[src/aovc_pkg.sv]
// constants, types and helpers of the analog output value control block
// assumes a single 25 MHz clock and a 32-bit classic Wishbone slave port
package aovc_pkg;
    localparam int          CLK_HZ      = 25_000_000;
    localparam int          SLOW_MS     = 250;
    localparam int          SLOW_CYC    = CLK_HZ / 1000 * SLOW_MS;
    localparam int          VAL_W       = 16;

    localparam logic [7:0]  OFS_CTRL    = 8'h00;
    localparam logic [7:0]  OFS_BKV     = 8'h04;
    localparam logic [7:0]  OFS_PV      = 8'h08;
    localparam logic [7:0]  OFS_TOOL    = 8'h0C;
    localparam logic [7:0]  OFS_STATUS  = 8'h10;
    localparam logic [7:0]  OFS_IRQ_ST  = 8'h14;
    localparam logic [7:0]  OFS_IRQ_MSK = 8'h18;

    localparam int          CTRL_TYPE   = 0;
    localparam int          CTRL_BK_LSB = 1;
    localparam int          TOOL_EN     = 16;
    localparam logic [2:0]  CTRL_RST    = 3'h0;
    localparam logic [15:0] BKV_RST     = 16'h0000;

    localparam int          NEV         = 4;
    localparam int          EV_RANGE    = 0;
    localparam int          EV_SUPPLY   = 1;
    localparam int          EV_BUS      = 2;
    localparam int          EV_UNREL    = 3;

    // millivolt / microamp figures
    localparam logic [15:0] V_MIN  = 16'h0000;
    localparam logic [15:0] V_MAX  = 16'h2710;
    localparam logic [15:0] V_UND  = 16'h0000;
    localparam logic [15:0] V_OVR  = 16'h2968;
    localparam logic [15:0] V_STEP = 16'h03E8;
    localparam logic [15:0] I_MIN  = 16'h0FA0;
    localparam logic [15:0] I_MAX  = 16'h4E20;
    localparam logic [15:0] I_UND  = 16'h0F50;
    localparam logic [15:0] I_OVR  = 16'h51E0;
    localparam logic [15:0] I_STEP = 16'h0640;
    localparam logic [15:0] ZERO   = 16'h0000;
    localparam logic [15:0] PWM_STEP = 16'h0064;

    typedef enum logic {
        VOLTAGE_SIGNAL_TYPE = 1'b0,
        CURRENT_SIGNAL_TYPE = 1'b1
    } aovc_sig_t;

    typedef enum logic [1:0] {
        BK_MIN   = 2'b00,
        BK_KEEP  = 2'b01,
        BK_VALUE = 2'b10
    } aovc_bk_t;

    function automatic logic [15:0] lim_min(input logic sig);
        lim_min = sig ? I_MIN : V_MIN;
    endfunction : lim_min

    function automatic logic [15:0] lim_max(input logic sig);
        lim_max = sig ? I_MAX : V_MAX;
    endfunction : lim_max

    function automatic logic [15:0] lim_step(input logic sig);
        lim_step = sig ? I_STEP : V_STEP;
    endfunction : lim_step

    function automatic logic in_range(input logic sig,
                                      input logic [15:0] v);
        in_range = sig ? (v >= I_UND && v <= I_OVR)
                       : (v >= V_UND && v <= V_OVR);
    endfunction : in_range
endpackage : aovc_pkg

[src/aovc_led_if.sv]
// carrier between the value control and the indicator dimmer
// assumes both ends run on the same clock
interface aovc_led_if;
    logic [15:0] level;
    logic [15:0] span;
    logic        lit;
    modport src (output level, output span, input lit);
    modport pwm (input level, input span, output lit);
endinterface : aovc_led_if

[src/aovc_dimmer.sv]
// duty-cycle dimmer for the point status indicator
// assumes level and span in the same units, span above zero
module aovc_dimmer
    import aovc_pkg::*;
(
    // clock and reset
    input  wire logic clk_i,
    input  wire logic rst_i,
    // indicator carrier
    aovc_led_if.pwm   led
);
    logic [15:0] cnt_q;
    logic [15:0] cnt_d;
    logic        lit_q;
    wire  logic  wrap = ({1'b0, cnt_q} + {1'b0, PWM_STEP}) >= {1'b0, led.span};

    assign cnt_d   = wrap ? ZERO : cnt_q + PWM_STEP;
    assign led.lit = lit_q;

    // on-time over one sweep equals level / span
    always_ff @(posedge clk_i) begin
        if (rst_i) begin
            cnt_q <= ZERO;
            lit_q <= 1'b0;
        end else begin
            cnt_q <= cnt_d;
            lit_q <= cnt_q < led.level;
        end
    end
endmodule : aovc_dimmer

[src/aovc_top.sv]
// analog output point: value arbitration, override, backup, faults
// assumes synchronous button and supply inputs, classic Wishbone master
module aovc_top
    import aovc_pkg::*;
#(
    parameter int SLOW_CYCLES = aovc_pkg::SLOW_CYC
) (
    // clock and reset
    input  wire logic        clk_i,
    input  wire logic        rst_i,
    // wishbone slave
    input  wire logic        wb_cyc_i,
    input  wire logic        wb_stb_i,
    input  wire logic        wb_we_i,
    input  wire logic [7:0]  wb_adr_i,
    input  wire logic [31:0] wb_dat_i,
    input  wire logic [3:0]  wb_sel_i,
    output logic      [31:0] wb_dat_o,
    output logic             wb_ack_o,
    // override buttons
    input  wire logic        btn_mid_i,
    input  wire logic        btn_plus_i,
    input  wire logic        btn_minus_i,
    // supervision
    input  wire logic        supply_ok_i,
    input  wire logic        supply_low_i,
    input  wire logic        bus_fail_i,
    // outputs
    output logic [15:0]      setpoint_o,
    output logic             sig_type_o,
    output logic             override_led_o,
    output logic             module_led_o,
    output logic             io_led_o,
    output logic             unreliable_o,
    output logic             irq_o
);
    import aovc_pkg::*;

    function automatic logic [31:0] wb_merge(input logic [31:0] old,
                                             input logic [31:0] nw,
                                             input logic [3:0]  sel);
        wb_merge = old;
        for (int b = 0; b < 4; b++) begin
            if (sel[b]) begin
                wb_merge[b*8 +: 8] = nw[b*8 +: 8];
            end
        end
    endfunction : wb_merge

    logic            ack_q;
    logic [31:0]     rd_q;
    logic [2:0]      ctrl_q;
    logic [15:0]     bkv_q;
    logic [16:0]     tool_q;
    logic [NEV-1:0]  mask_q;
    logic [NEV-1:0]  stat_q;
    logic [NEV-1:0]  stat_d;
    logic            local_q;
    logic [15:0]     local_val_q;
    logic [15:0]     auto_q;
    logic            hold_zero_q;
    logic [15:0]     out_q;
    logic [15:0]     out_d;
    logic [31:0]     slow_cnt_q;
    logic            flash_q;
    logic            btn_mid_q;
    logic            btn_plus_q;
    logic            btn_minus_q;
    logic            bus_fail_q;
    logic            ovr_led_q;
    logic            mod_led_q;
    logic            unrel_q;
    logic            irq_q;

    aovc_led_if led_if ();

    aovc_dimmer u_dimmer (
        .clk_i (clk_i),
        .rst_i (rst_i),
        .led   (led_if.pwm)
    );

    // bus decode
    wire logic        req     = wb_cyc_i & wb_stb_i & ~ack_q;
    wire logic        wr      = req & wb_we_i;
    wire logic [7:0]  adr     = {wb_adr_i[7:2], 2'b00};
    wire logic        wr_ctrl = wr && adr == OFS_CTRL;
    wire logic        wr_bkv  = wr && adr == OFS_BKV;
    wire logic        wr_pv   = wr && adr == OFS_PV;
    wire logic        wr_tool = wr && adr == OFS_TOOL;
    wire logic        wr_ist  = wr && adr == OFS_IRQ_ST;
    wire logic        wr_msk  = wr && adr == OFS_IRQ_MSK;
    wire logic [31:0] wdat_ctrl = wb_merge({29'h0, ctrl_q}, wb_dat_i,
                                           wb_sel_i);
    wire logic [31:0] wdat_bkv  = wb_merge({16'h0, bkv_q}, wb_dat_i,
                                           wb_sel_i);
    wire logic [31:0] wdat_pv   = wb_merge(32'h0, wb_dat_i, wb_sel_i);
    wire logic [31:0] wdat_tool = wb_merge({15'h0, tool_q}, wb_dat_i,
                                           wb_sel_i);
    wire logic [31:0] wdat_ist  = wb_merge(32'h0, wb_dat_i, wb_sel_i);
    wire logic [31:0] wdat_msk  = wb_merge({28'h0, mask_q}, wb_dat_i,
                                           wb_sel_i);

    // point configuration
    wire logic        sig       = ctrl_q[CTRL_TYPE];
    wire aovc_bk_t    bk_mode   = aovc_bk_t'(ctrl_q[CTRL_BK_LSB +: 2]);
    wire logic        tool_en   = tool_q[TOOL_EN];
    wire logic [15:0] tool_val  = tool_q[15:0];
    wire logic [15:0] minv      = lim_min(sig);
    wire logic [15:0] maxv      = lim_max(sig);
    wire logic [15:0] step      = lim_step(sig);

    // status word
    wire logic [31:0] status_w  = {11'h0, local_q, tool_en, hold_zero_q,
                                   unrel_q, ~supply_ok_i, out_q};
    wire logic [31:0] rd_d =
        adr == OFS_CTRL    ? {29'h0, ctrl_q}  :
        adr == OFS_BKV     ? {16'h0, bkv_q}   :
        adr == OFS_TOOL    ? {15'h0, tool_q}  :
        adr == OFS_STATUS  ? status_w          :
        adr == OFS_IRQ_ST  ? {28'h0, stat_q}  :
        adr == OFS_IRQ_MSK ? {28'h0, mask_q}  : 32'h0;

    // faults and events
    wire logic sup_fail  = ~supply_ok_i;
    wire logic pv_ok     = wr_pv & in_range(sig, wdat_pv[15:0]);
    wire logic pv_bad    = wr_pv & ~pv_ok;
    wire logic bus_rise  = bus_fail_i & ~bus_fail_q;
    wire logic unrel_now = (sig == VOLTAGE_SIGNAL_TYPE) & supply_low_i;
    wire logic [NEV-1:0] ev = {unrel_now, bus_rise, sup_fail, pv_bad};

    // set wins over write-one-clear
    assign stat_d = ev | (stat_q & ~(wr_ist ? wdat_ist[NEV-1:0]
                                            : {NEV{1'b0}}));

    // buttons and slow tick
    wire logic slow_tick  = slow_cnt_q == 32'(SLOW_CYCLES - 1);
    wire logic mid_rise   = btn_mid_i & ~btn_mid_q;
    wire logic plus_step  = local_q & (btn_plus_i & (~btn_plus_q
                            | slow_tick));
    wire logic minus_step = local_q & (btn_minus_i & (~btn_minus_q
                            | slow_tick));

    // saturating steps, clamped to nominal span
    wire logic [16:0] up_sum = {1'b0, local_val_q} + {1'b0, step};
    wire logic [15:0] up_val = (up_sum > {1'b0, maxv}) ? maxv
                                                       : up_sum[15:0];
    wire logic [15:0] dn_val = (local_val_q < minv + step) ? minv
                               : local_val_q - step;

    wire logic [15:0] local_val_d =
        (mid_rise & ~local_q) ? out_q :
        (plus_step & ~minus_step) ? up_val :
        (minus_step & ~plus_step) ? dn_val : local_val_q;

    wire logic [15:0] bk_val =
        bk_mode == BK_KEEP  ? auto_q :
        bk_mode == BK_VALUE ? bkv_q  : minv;

    wire logic leave_local = mid_rise & local_q;
    wire logic [15:0] auto_d =
        sup_fail    ? ZERO :
        pv_ok       ? wdat_pv[15:0] :
        (leave_local & ~hold_zero_q) ? local_val_q :
        bus_rise    ? bk_val : auto_q;

    // supply failure forces zero over both overrides; override states stay untouched
    assign out_d = sup_fail ? ZERO :
                   local_q  ? local_val_q :
                   tool_en  ? tool_val    : auto_q;

    assign led_if.level = out_q;
    assign led_if.span  = maxv;

    always_ff @(posedge clk_i) begin
        if (rst_i) begin
            ack_q <= 1'b0;
            rd_q  <= 32'h0;
        end else begin
            ack_q <= req;
            rd_q  <= rd_d;
        end
    end

    always_ff @(posedge clk_i) begin
        if (rst_i) begin
            ctrl_q <= CTRL_RST;
            bkv_q  <= BKV_RST;
            tool_q <= 17'h0;
            mask_q <= {NEV{1'b0}};
            stat_q <= {NEV{1'b0}};
            irq_q  <= 1'b0;
        end else begin
            if (wr_ctrl) ctrl_q <= wdat_ctrl[2:0];
            if (wr_bkv)  bkv_q  <= wdat_bkv[15:0];
            if (wr_tool) tool_q <= wdat_tool[16:0];
            if (wr_msk)  mask_q <= wdat_msk[NEV-1:0];
            stat_q <= stat_d;
            irq_q  <= |(stat_q & mask_q);
        end
    end

    always_ff @(posedge clk_i) begin
        if (rst_i) begin
            local_q     <= 1'b0;
            local_val_q <= ZERO;
            auto_q      <= ZERO;
            hold_zero_q <= 1'b0;
            out_q       <= ZERO;
        end else begin
            if (mid_rise) local_q <= ~local_q;
            local_val_q <= local_val_d;
            auto_q      <= auto_d;
            if (sup_fail) hold_zero_q <= 1'b1;
            else if (pv_ok) hold_zero_q <= 1'b0;
            out_q <= out_d;
        end
    end

    always_ff @(posedge clk_i) begin
        if (rst_i) begin
            slow_cnt_q  <= 32'h0;
            flash_q     <= 1'b0;
            btn_mid_q   <= 1'b0;
            btn_plus_q  <= 1'b0;
            btn_minus_q <= 1'b0;
            bus_fail_q  <= 1'b0;
            ovr_led_q   <= 1'b0;
            mod_led_q   <= 1'b0;
            unrel_q     <= 1'b0;
        end else begin
            slow_cnt_q  <= slow_tick ? 32'h0 : slow_cnt_q + 32'h1;
            if (slow_tick) flash_q <= ~flash_q;
            btn_mid_q   <= btn_mid_i;
            btn_plus_q  <= btn_plus_i;
            btn_minus_q <= btn_minus_i;
            bus_fail_q  <= bus_fail_i;
            ovr_led_q   <= local_q;
            mod_led_q   <= tool_en & flash_q;
            unrel_q     <= unrel_now;
        end
    end

    assign wb_ack_o       = ack_q;
    assign wb_dat_o       = rd_q;
    assign setpoint_o     = out_q;
    assign sig_type_o     = sig;
    assign override_led_o = ovr_led_q;
    assign module_led_o   = mod_led_q;
    assign io_led_o       = led_if.lit;
    assign unreliable_o   = unrel_q;
    assign irq_o          = irq_q;
endmodule : aovc_top

[config.mk]
export PLATFORM = sky130hd
export DESIGN_NAME = aovc_top
export DESIGN_NICKNAME = d
export VERILOG_FILES = /design/src/aovc_pkg.sv /design/src/aovc_led_if.sv /design/src/aovc_dimmer.sv /design/src/aovc_top.sv
export SDC_FILE = /design/constraint.sdc
export NUM_CORES = 1
export LEC_CHECK = 0
export BUFFER_PORTS_ARGS = -buffer_cell sky130_fd_sc_hd__buf_4
export CORE_ASPECT_RATIO = 0.75
export CORE_MARGIN = 4
export CORE_UTILIZATION = 30
export CTS_CLUSTER_DIAMETER = 200
export DETAILED_ROUTE_END_ITERATION = 7
export SYNTH_ARGS = -nofsm -noshare
export SYNTH_HDL_FRONTEND = slang
export SYNTH_SLANG_ARGS = --single-unit
[constraint.sdc]
create_clock -name clk_i -period 12.4 [get_ports clk_i]
set_clock_uncertainty 0.05 [all_clocks]
set_input_delay 3.1 -clock clk_i [delete_from_list [all_inputs] [get_ports clk_i]]
set_output_delay 3.1 -clock clk_i [all_outputs]
set_load 0.05 [all_outputs]
==> flow_summary_export.csv, run 1 <==
group,metric,value,unit
run_status,status,"complete, no violations",
place,gp_congestion,0.9499,
critical_path,rr_startpoint,"ctrl_q[0]",
synthesis,netlist.area_leader.share,36.43,%
layout,fillers,3177,
cts,cts_tree,"built",
cts,ctsHoldBuffers,0,
synthesis,netlist_area,0.009453,mm2
global_routing,gr-usage-all-layers,16.83,%
sta,worst_slack,7099,ps
sta,hold_violations,0,
place,io_buffer_count,80,
critical_path,worst_path_largest_cell_delay,440,ps
routing,vias,8454,
critical_path,crit_buf_inv,2,
cts,cts_resized,0,
pwr,finalPower,1272,uW
critical_path,cp.required,12680,ps
die,initial_core_util,30.87,%
synthesis,yosysWarnings,0,
cts,clk_path_buf_depth,2,
die,core_area,0.03062,mm2
min_path,hold_end,"slow_cnt_q[0]",
routing,top_layer_used,"met4",
synthesis,syn_avg_cell_area,8.184,um2
routing,vias_per_cell,5.271,
cts,cts_made_buffers,17,
min_path,hold_start,"slow_cnt_q[0]",
sta,layout_min_cycle_time,5301,ps
routing,met2_length,11.67,mm
pwr,pwr_density_cell,117.3,mW/mm2
pwr,p_leak,0.004104,uW
synthesis,yosysUniqueCellTypes,79,
critical_path,worstPathArrival,5580,ps
critical_path,r2r-end,"local_val_q[14]",
critical_path,worstRegToRegCells,16,
sta,slew_violations,0,
routing,postRouteAntennaNets,0,
cts,clkSinkCount,172,
synthesis,ys.flop_type,"dfxtp_1",
routing,drt-initial-drc-count,692,
place,dp_hpwl,20.59,mm
routing,wl_met3,2.786,mm
synthesis,synth-seq-cells,172,
layout,register_area,0.003443,mm2
routing,wl,28.99,mm
sta,max_freq,188.7,MHz
layout,fin_nets,1289,
synthesis,async_reset_ff_share,0,%
layout,diodes,0,
synthesis,synthCells,1155,
critical_path,worstSetupStartpoint,"wb_dat_i[2]",
cts,cts_setup_buffers,0,
critical_path,startpoint_type,"input port",
cts,clk_pin_slew,70,ps
global_routing,antenna_found_initial,0,
sta,tightest_slew,1168,ps
routing,route.detailed.drc,0,
synthesis,yosysSeqAreaShare,36.43,%
pwr,ir_drop,0.08860,mV
die,dieWidth,213.0,um
critical_path,end_kind,"register",
layout,area_growth_syn_to_layout,14.75,%
layout,drive_above_1_share,12.86,%
place,dp_slack,6667,ps
flow_run,drv_cap,0,
synthesis,synth_area_leaders,"dfxtp_1 36%, nor2_1 7.8%, mux2i_1 7.4%",
routing,routedLengthMet1,14.16,mm
die,ios,110,
routing,wire_per_inst,18.07,um
synthesis,yosysTopAreaCell,"dfxtp_1",
sta,layout_worst_path_cycle_share,42.75,%
global_routing,gr-total-overflow,0,
min_path,hold_path.class,"register to register",
critical_path,reg2reg_slack,7610,ps
sta,grt_setup_unrepaired,"false",
routing,drt-pass1-iter-count,5,
die,rows,55,
sta,fin_setup_tns,0,ps
critical_path,worstSetupPathType,"input port to register",
critical_path,crit_family,"compound AO/OA/AOI/OAI gates",
die,die_area,0.03444,mm2
cts,cts-root-buf,"clkbuf_16",
synthesis,synth_edf_count,0,
critical_path,crit_path_max_fanout,32,
critical_path,cp_slowest_cell,"or3_1",
cts,htreeDepth,4,
sta,relSlewSlack,22.13,%
global_routing,grt_max_degree,75,
global_routing,grt_pass1_vias,7816,
global_routing,grt_pass1_wl,45.40,mm
layout,multi_input_area,0.005505,mm2
sta,finalSetupViolCount,0,
critical_path,worstPathCellList,"buf_4 -> or3_1 -> o311ai_0 -> o21ai_1 -> a21o_1 -> a221o_1 -> a211oi_4 -> buf_4 -> nor2_1 -> a31oi_1 -> nor2_1",
min_path,hold_depth,1,
cts,clk-insertion-delay-late,460,ps
die,die_h,161.7,um
-- how the worst max path moves through the flow --
stage | endpoint | slack, ps | depth (start not counted)
floorplan | auto_q[10] | 6970 | 10
detailed placement | auto_q[11] | 6670 | 11
global route | auto_q[4] | 6930 | 11
global placement | auto_q[5] | 6670 | 11
finish | auto_q[11] | 7100 | 11
CTS | auto_q[11] | 7140 | 11
-- cells in the mapped netlist, types with 3 or more instances --
master and count:
clkbuf_1 44, o21a_1 8, xor2_1 26, a22oi_1 5
or3_1 12, nor3b_1 3, ha_1 42, buf_1 12
buf_4 27, o211ai_1 4, a311oi_1 3, dfxtp_1 172
nor4_1 7, a211oi_1 19, nand2_1 78, and3_1 19
and2_1 3, a31oi_1 25, nand2b_1 9, a31o_2 3
nor3_1 30, mux2i_1 70, nor2b_1 20, or2_2 4
inv_1 35, xnor2_1 28, nand3_1 35, a21oi_1 89
a21o_1 4, o21ai_0 33, nand4_1 9, o21bai_1 3
a221oi_1 4, o21ai_1 3, o32ai_1 3, and4_1 5
nor2_1 197, a32o_1 3, a211o_1 4
-- layout make-up --
cell class | instances | area share (%)
Tap cell | 399 | 4.603
Timing Repair Buffer | 93 | 6.437
Inverter | 35 | 1.211
Clock inverter | 14 | 1.200
Sequential cell | 172 | 31.75
Clock buffer | 18 | 4.049
Multi-Input combinational cell | 873 | 50.76
-- through the flow --
| stage | utilization (%) | hold WS (ps) | instance area (um2) | cells |
|---|---|---|---|---|
| after floorplan | - | 367.9 | 9494 | 1166 |
| after global placement | 33.56 | 383.3 | 10280 | 1572 |
| after detailed placement | 33.56 | 393.7 | 10280 | 1572 |
| after CTS | 35.42 | 405.1 | 10850 | 1604 |
| after global routing | 35.42 | 422.5 | 10850 | 1604 |
| final | 35.42 | 407.3 | 10850 | 1604 |
-- layer usage --
metal	vias up	track usage (%)
li1	4118	-
met1	3990	25.23
met2	320	23.30
met3	26	5.155
met4	0	4.243
met5	-	0
-- where the power goes --
part	internal, uW	switching, uW
sequential	561	15.5
clock	270	256
combinational	59.0	110
-- layout by cell type (no fill, tap or decap), drive strengths merged, types with 18 or more instances in the layout --
master | synthesis | layout
o21ai | 36 | 36
ha | 42 | 42
dfxtp | 172 | 172
nor3 | 32 | 32
buf | 42 | 93
nor2 | 198 | 198
a31oi | 25 | 25
nand2 | 78 | 78
inv | 35 | 43
a211oi | 20 | 20
xor2 | 26 | 26
mux2i | 70 | 70
nor2b | 20 | 20
and3 | 19 | 19
a21oi | 91 | 91
clkbuf | 44 | 18
nand3 | 35 | 35
xnor2 | 28 | 28
-- flip-flops by register name, summed over array words and instances (netlist names), 3 cells and up --
| signal | cells |
|---|---|
| auto_q | 16 |
| bkv_q | 16 |
| ctrl_q | 3 |
| local_val_q | 16 |
| mask_q | 4 |
| setpoint_o | 16 |
| slow_cnt_q | 32 |
| stat_q | 4 |
| tool_q | 17 |
| u_dimmer.cnt_q | 14 |
| wb_dat_o | 21 |
-- worst register-to-register path, cell delays in order, from the launching register on --
cell and delay [ps]:
dfxtp_1 330, inv_1 40, buf_4 210, ha_1 280, ha_1 240, a211o_1 380, a211oi_1 360, o21bai_1 230
nand3_1 160, xnor2_1 100, ha_1 320, nand4b_1 160, or4_4 590, a21oi_2 310, o21ai_1 220, o221a_1 380
a2111oi_2 310
-- cell families (layout without fill, tap and decap cells) --
group	count (synthesis)	after routing	synth area share, %
compound gates	246	246	17.14
xor+xnor	54	54	5.003
buf+inv	121	160	5.983
fa+ha+maj	42	42	5.559
simple gates	448	448	22.32
other cells	1	12	0.03967
flops	172	172	36.43
mux	71	71	7.531
Note: power is estimated with default switching activity, not from simulation.
==> inputs of run 2 (changes only) <==
Settings changed: ABC_AREA set to 1.
Clock period 12.4 ns to 4.6 ns, I/O delays scaled along.
==> flow_summary_export.csv, run 2 <==
group,metric,value,unit
die,dieWidth,218.6,um
synthesis,synth_most_common_cell,"nand2_1",
critical_path,rr_startpoint,"ctrl_q[0]",
min_path,hold_start,"unreliable_o",
die,die_area,0.03627,mm2
sta,worst_slack,790.0,ps
critical_path,crit_path_max_fanout,12,
pwr,p_leak,0.004838,uW
layout,top_register,"slow_cnt_q",
synthesis,yosysTopAreaCell,"dfxtp_1",
critical_path,end_kind,"register",
pwr,pwr-share-seq,42.5,%
synthesis,netlist.area_leader.share,34.51,%
global_routing,grt_pass1_vias,9061,
layout,final_cells,1958,
cts,cts_resized,0,
cts,clk_pin_slew,70,ps
pwr,clkPwrFrac,38.6,%
layout,fillers,3531,
critical_path,r2r-end,"local_val_q[2]",
routing,route.detailed.drc,0,
place,gp_congestion,0.9492,
synthesis,yosysWarnings,0,
place,io_buffer_count,80,
sta,layout_worst_path_cycle_share,82.83,%
synthesis,async_reset_ff_share,0,%
global_routing,grt_max_degree,39,
critical_path,worstRegToRegCells,21,
global_routing,gr-usage-all-layers,17.85,%
die,rows,57,
place,placed_cells,1928,
synthesis,yosysUniqueCellTypes,58,
min_path,hold_depth,2,
cts,cts_made_buffers,17,
layout,final_common_cell,"nand2_1",
cts,cts_tree,"built",
critical_path,worstPathArrival,4130,ps
layout,area_growth_syn_to_layout,14.08,%
flow_run,drv_cap,0,
routing,drt-initial-drc-count,1068,
die,die_h,165.9,um
global_routing,grt_pass1_wl,51.18,mm
layout,multi_input_area,0.005348,mm2
synthesis,synth_area_leaders,"dfxtp_1 35%, nand2_1 11%, a21oi_1 7.1%",
synthesis,syn_avg_cell_area,6.872,um2
routing,drt-pass1-iter-count,6,
sta,grt_setup_unrepaired,"false",
sta,hold_violations,0,
layout,fin_nets,1602,
routing,wire_per_inst,16.46,um
layout,largest_reg_flops,32,
global_routing,gr-total-overflow,0,
synthesis,synth_edf_count,0,
synthesis,synthCells,1452,
sta,tightest_slew,1037,ps
pwr,finalPower,3736,uW
min_path,hold_path.class,"register to register",
cts,htreeDepth,4,
layout,drive_above_1_share,12.27,%
pwr,p_switching,1183,uW
layout,register_area,0.003443,mm2
layout,diodes,0,
routing,wl,32.23,mm
sta,layout_min_cycle_time,3810,ps
cts,cts-root-buf,"clkbuf_16",
pwr,ir_drop,0.3031,mV
global_routing,gr-usage-met1,26.94,%
synthesis,yosysSeqAreaShare,34.51,%
min_path,hold_end,"wb_dat_o[17]",
critical_path,worstSetupPathType,"register to register",
sta,max_freq,262.5,MHz
global_routing,top_usage_layer,"met1",
cts,ctsHoldBuffers,0,
layout,final_cell_mix,"281 x nand2_1, 189 x inv_1, 172 x dfxtp_1",
cts,clk-insertion-delay-late,450,ps
synthesis,synthTopCellsByCount,"281 x nand2_1, 189 x inv_1, 172 x dfxtp_1",
cts,clkSinkCount,172,
global_routing,groute.layer.met3.usage,3.366,%
critical_path,startpoint_type,"register",
die,initial_core_util,30.62,%
place,dp_slack,837.6,ps
global_routing,use_met2,25.69,%
synthesis,synth-seq-cells,172,
pwr,p_comb_share,18.9,%
cts,cts_setup_buffers,0,
die,ios,110,
sta,finalSetupViolCount,0,
sta,slew_violations,0,
pwr,intPower,2553,uW
critical_path,cp.required,4920,ps
place,dp_hpwl,24.58,mm
global_routing,antenna_found_initial,0,
routing,vias_per_cell,4.962,
pwr,p_sw_share,31.67,%
cts,clk_path_buf_depth,2,
synthesis,netlist_area,0.009978,mm2
synthesis,ys.flop_type,"dfxtp_1",
critical_path,reg2reg_slack,790,ps
sta,fin_setup_tns,0,ps
routing,vias,9715,
pwr,pwr_density_cell,328.2,mW/mm2
die,core_area,0.03259,mm2
run_status,status,"complete, no violations",
routing,postRouteAntennaNets,0,
sta,relSlewSlack,30.80,%
[run 2: cell types whose count changed in the layout (fill, tap and decap cells not counted), sizes merged, moves of 21 or more]
| cell | change |
|---|---|
| mux2i | -70 |
| nand3 | +54 |
| nor2 | -64 |
| inv | +158 |
| a31oi | -21 |
| xnor2 | -22 |
| nand2 | +221 |
| a21oi | +54 |
| o21ai | +105 |
[run 2: final cells by class]
type | instances | area share [%]
multi-input cells | 1016 | 46.98
clock buffers | 20 | 3.836
clock inverters | 10 | 1.033
inverters | 201 | 6.650
repair buffers | 97 | 6.397
well taps | 442 | 4.858
flip-flops and latches | 172 | 30.25
[run 2: kinds of logic (layout without fill, tap and decap cells)]
group                    count (synthesis)  in the layout  share of synthesized area [%]
AO/OA/AOI/OAI                          328            328                          17.99
AND/OR/NAND/NOR                        610            610                          27.75
other                                    1             12                        0.03758
adder cells (fa/ha/maj)                 42             42                          5.266
flip-flops                             172            172                          34.51
buffers and inverters                  275            328                          12.31
XOR/XNOR                                23             23                          2.019
multiplexers                             1              1                         0.1128
[run 2: worst max-delay path, cell delays in order, from the launching register on]
cell and delay (ps):
dfxtp_1 310, inv_1 320, buf_4 260, ha_1 220
ha_1 200, nand2_1 80, nand2_1 130, nand2_1 80
nand2_2 130, nand3_1 100, xor2_1 200, inv_1 70
ha_1 270, nand2_1 60, nor3_1 190, and3_1 170
nand4_1 160, nand2_2 260, nand3_1 130, nand3_1 140
nand2_1 70, a21oi_1 130
[run 2: through the flow]
stage,hold slack (ps),utilization [%],cell area (um2)
after global routing,419.4,34.93,11380
after CTS,387.8,34.93,11380
final,384.8,34.93,11380
after global placement,377.9,33.23,10830
after floorplan,371.5,-,10020
after detailed placement,377.7,33.23,10830
[run 2: how the worst max path moves through the flow]
stage / from / end
2_1_floorplan: ctrl_q[0] / local_val_q[6]
3_3_place_gp: ctrl_q[0] / local_val_q[2]
3_5_place_dp: ctrl_q[0] / local_val_q[2]
4_1_cts: ctrl_q[0] / local_val_q[2]
5_1_grt: ctrl_q[0] / local_val_q[2]
6_report: ctrl_q[0] / local_val_q[2]
[run 2: routing by layer]
metal  routed length (um)  up-vias
met5                    0        -
met4                  516        0
met3                 2602       36
met2                13280      371
met1                15820     4456
li1                     -     4852
[run 2: power groups by stage]
stage / logic (uW) / clock network (uW) / registers (uW)
floorplan: 529 / 0 / 1600
global placement: 694 / 0 / 1620
detailed placement: 694 / 0 / 1620
CTS: 699 / 1460 / 1580
global route: 787 / 1530 / 1590
finish: 708 / 1440 / 1590
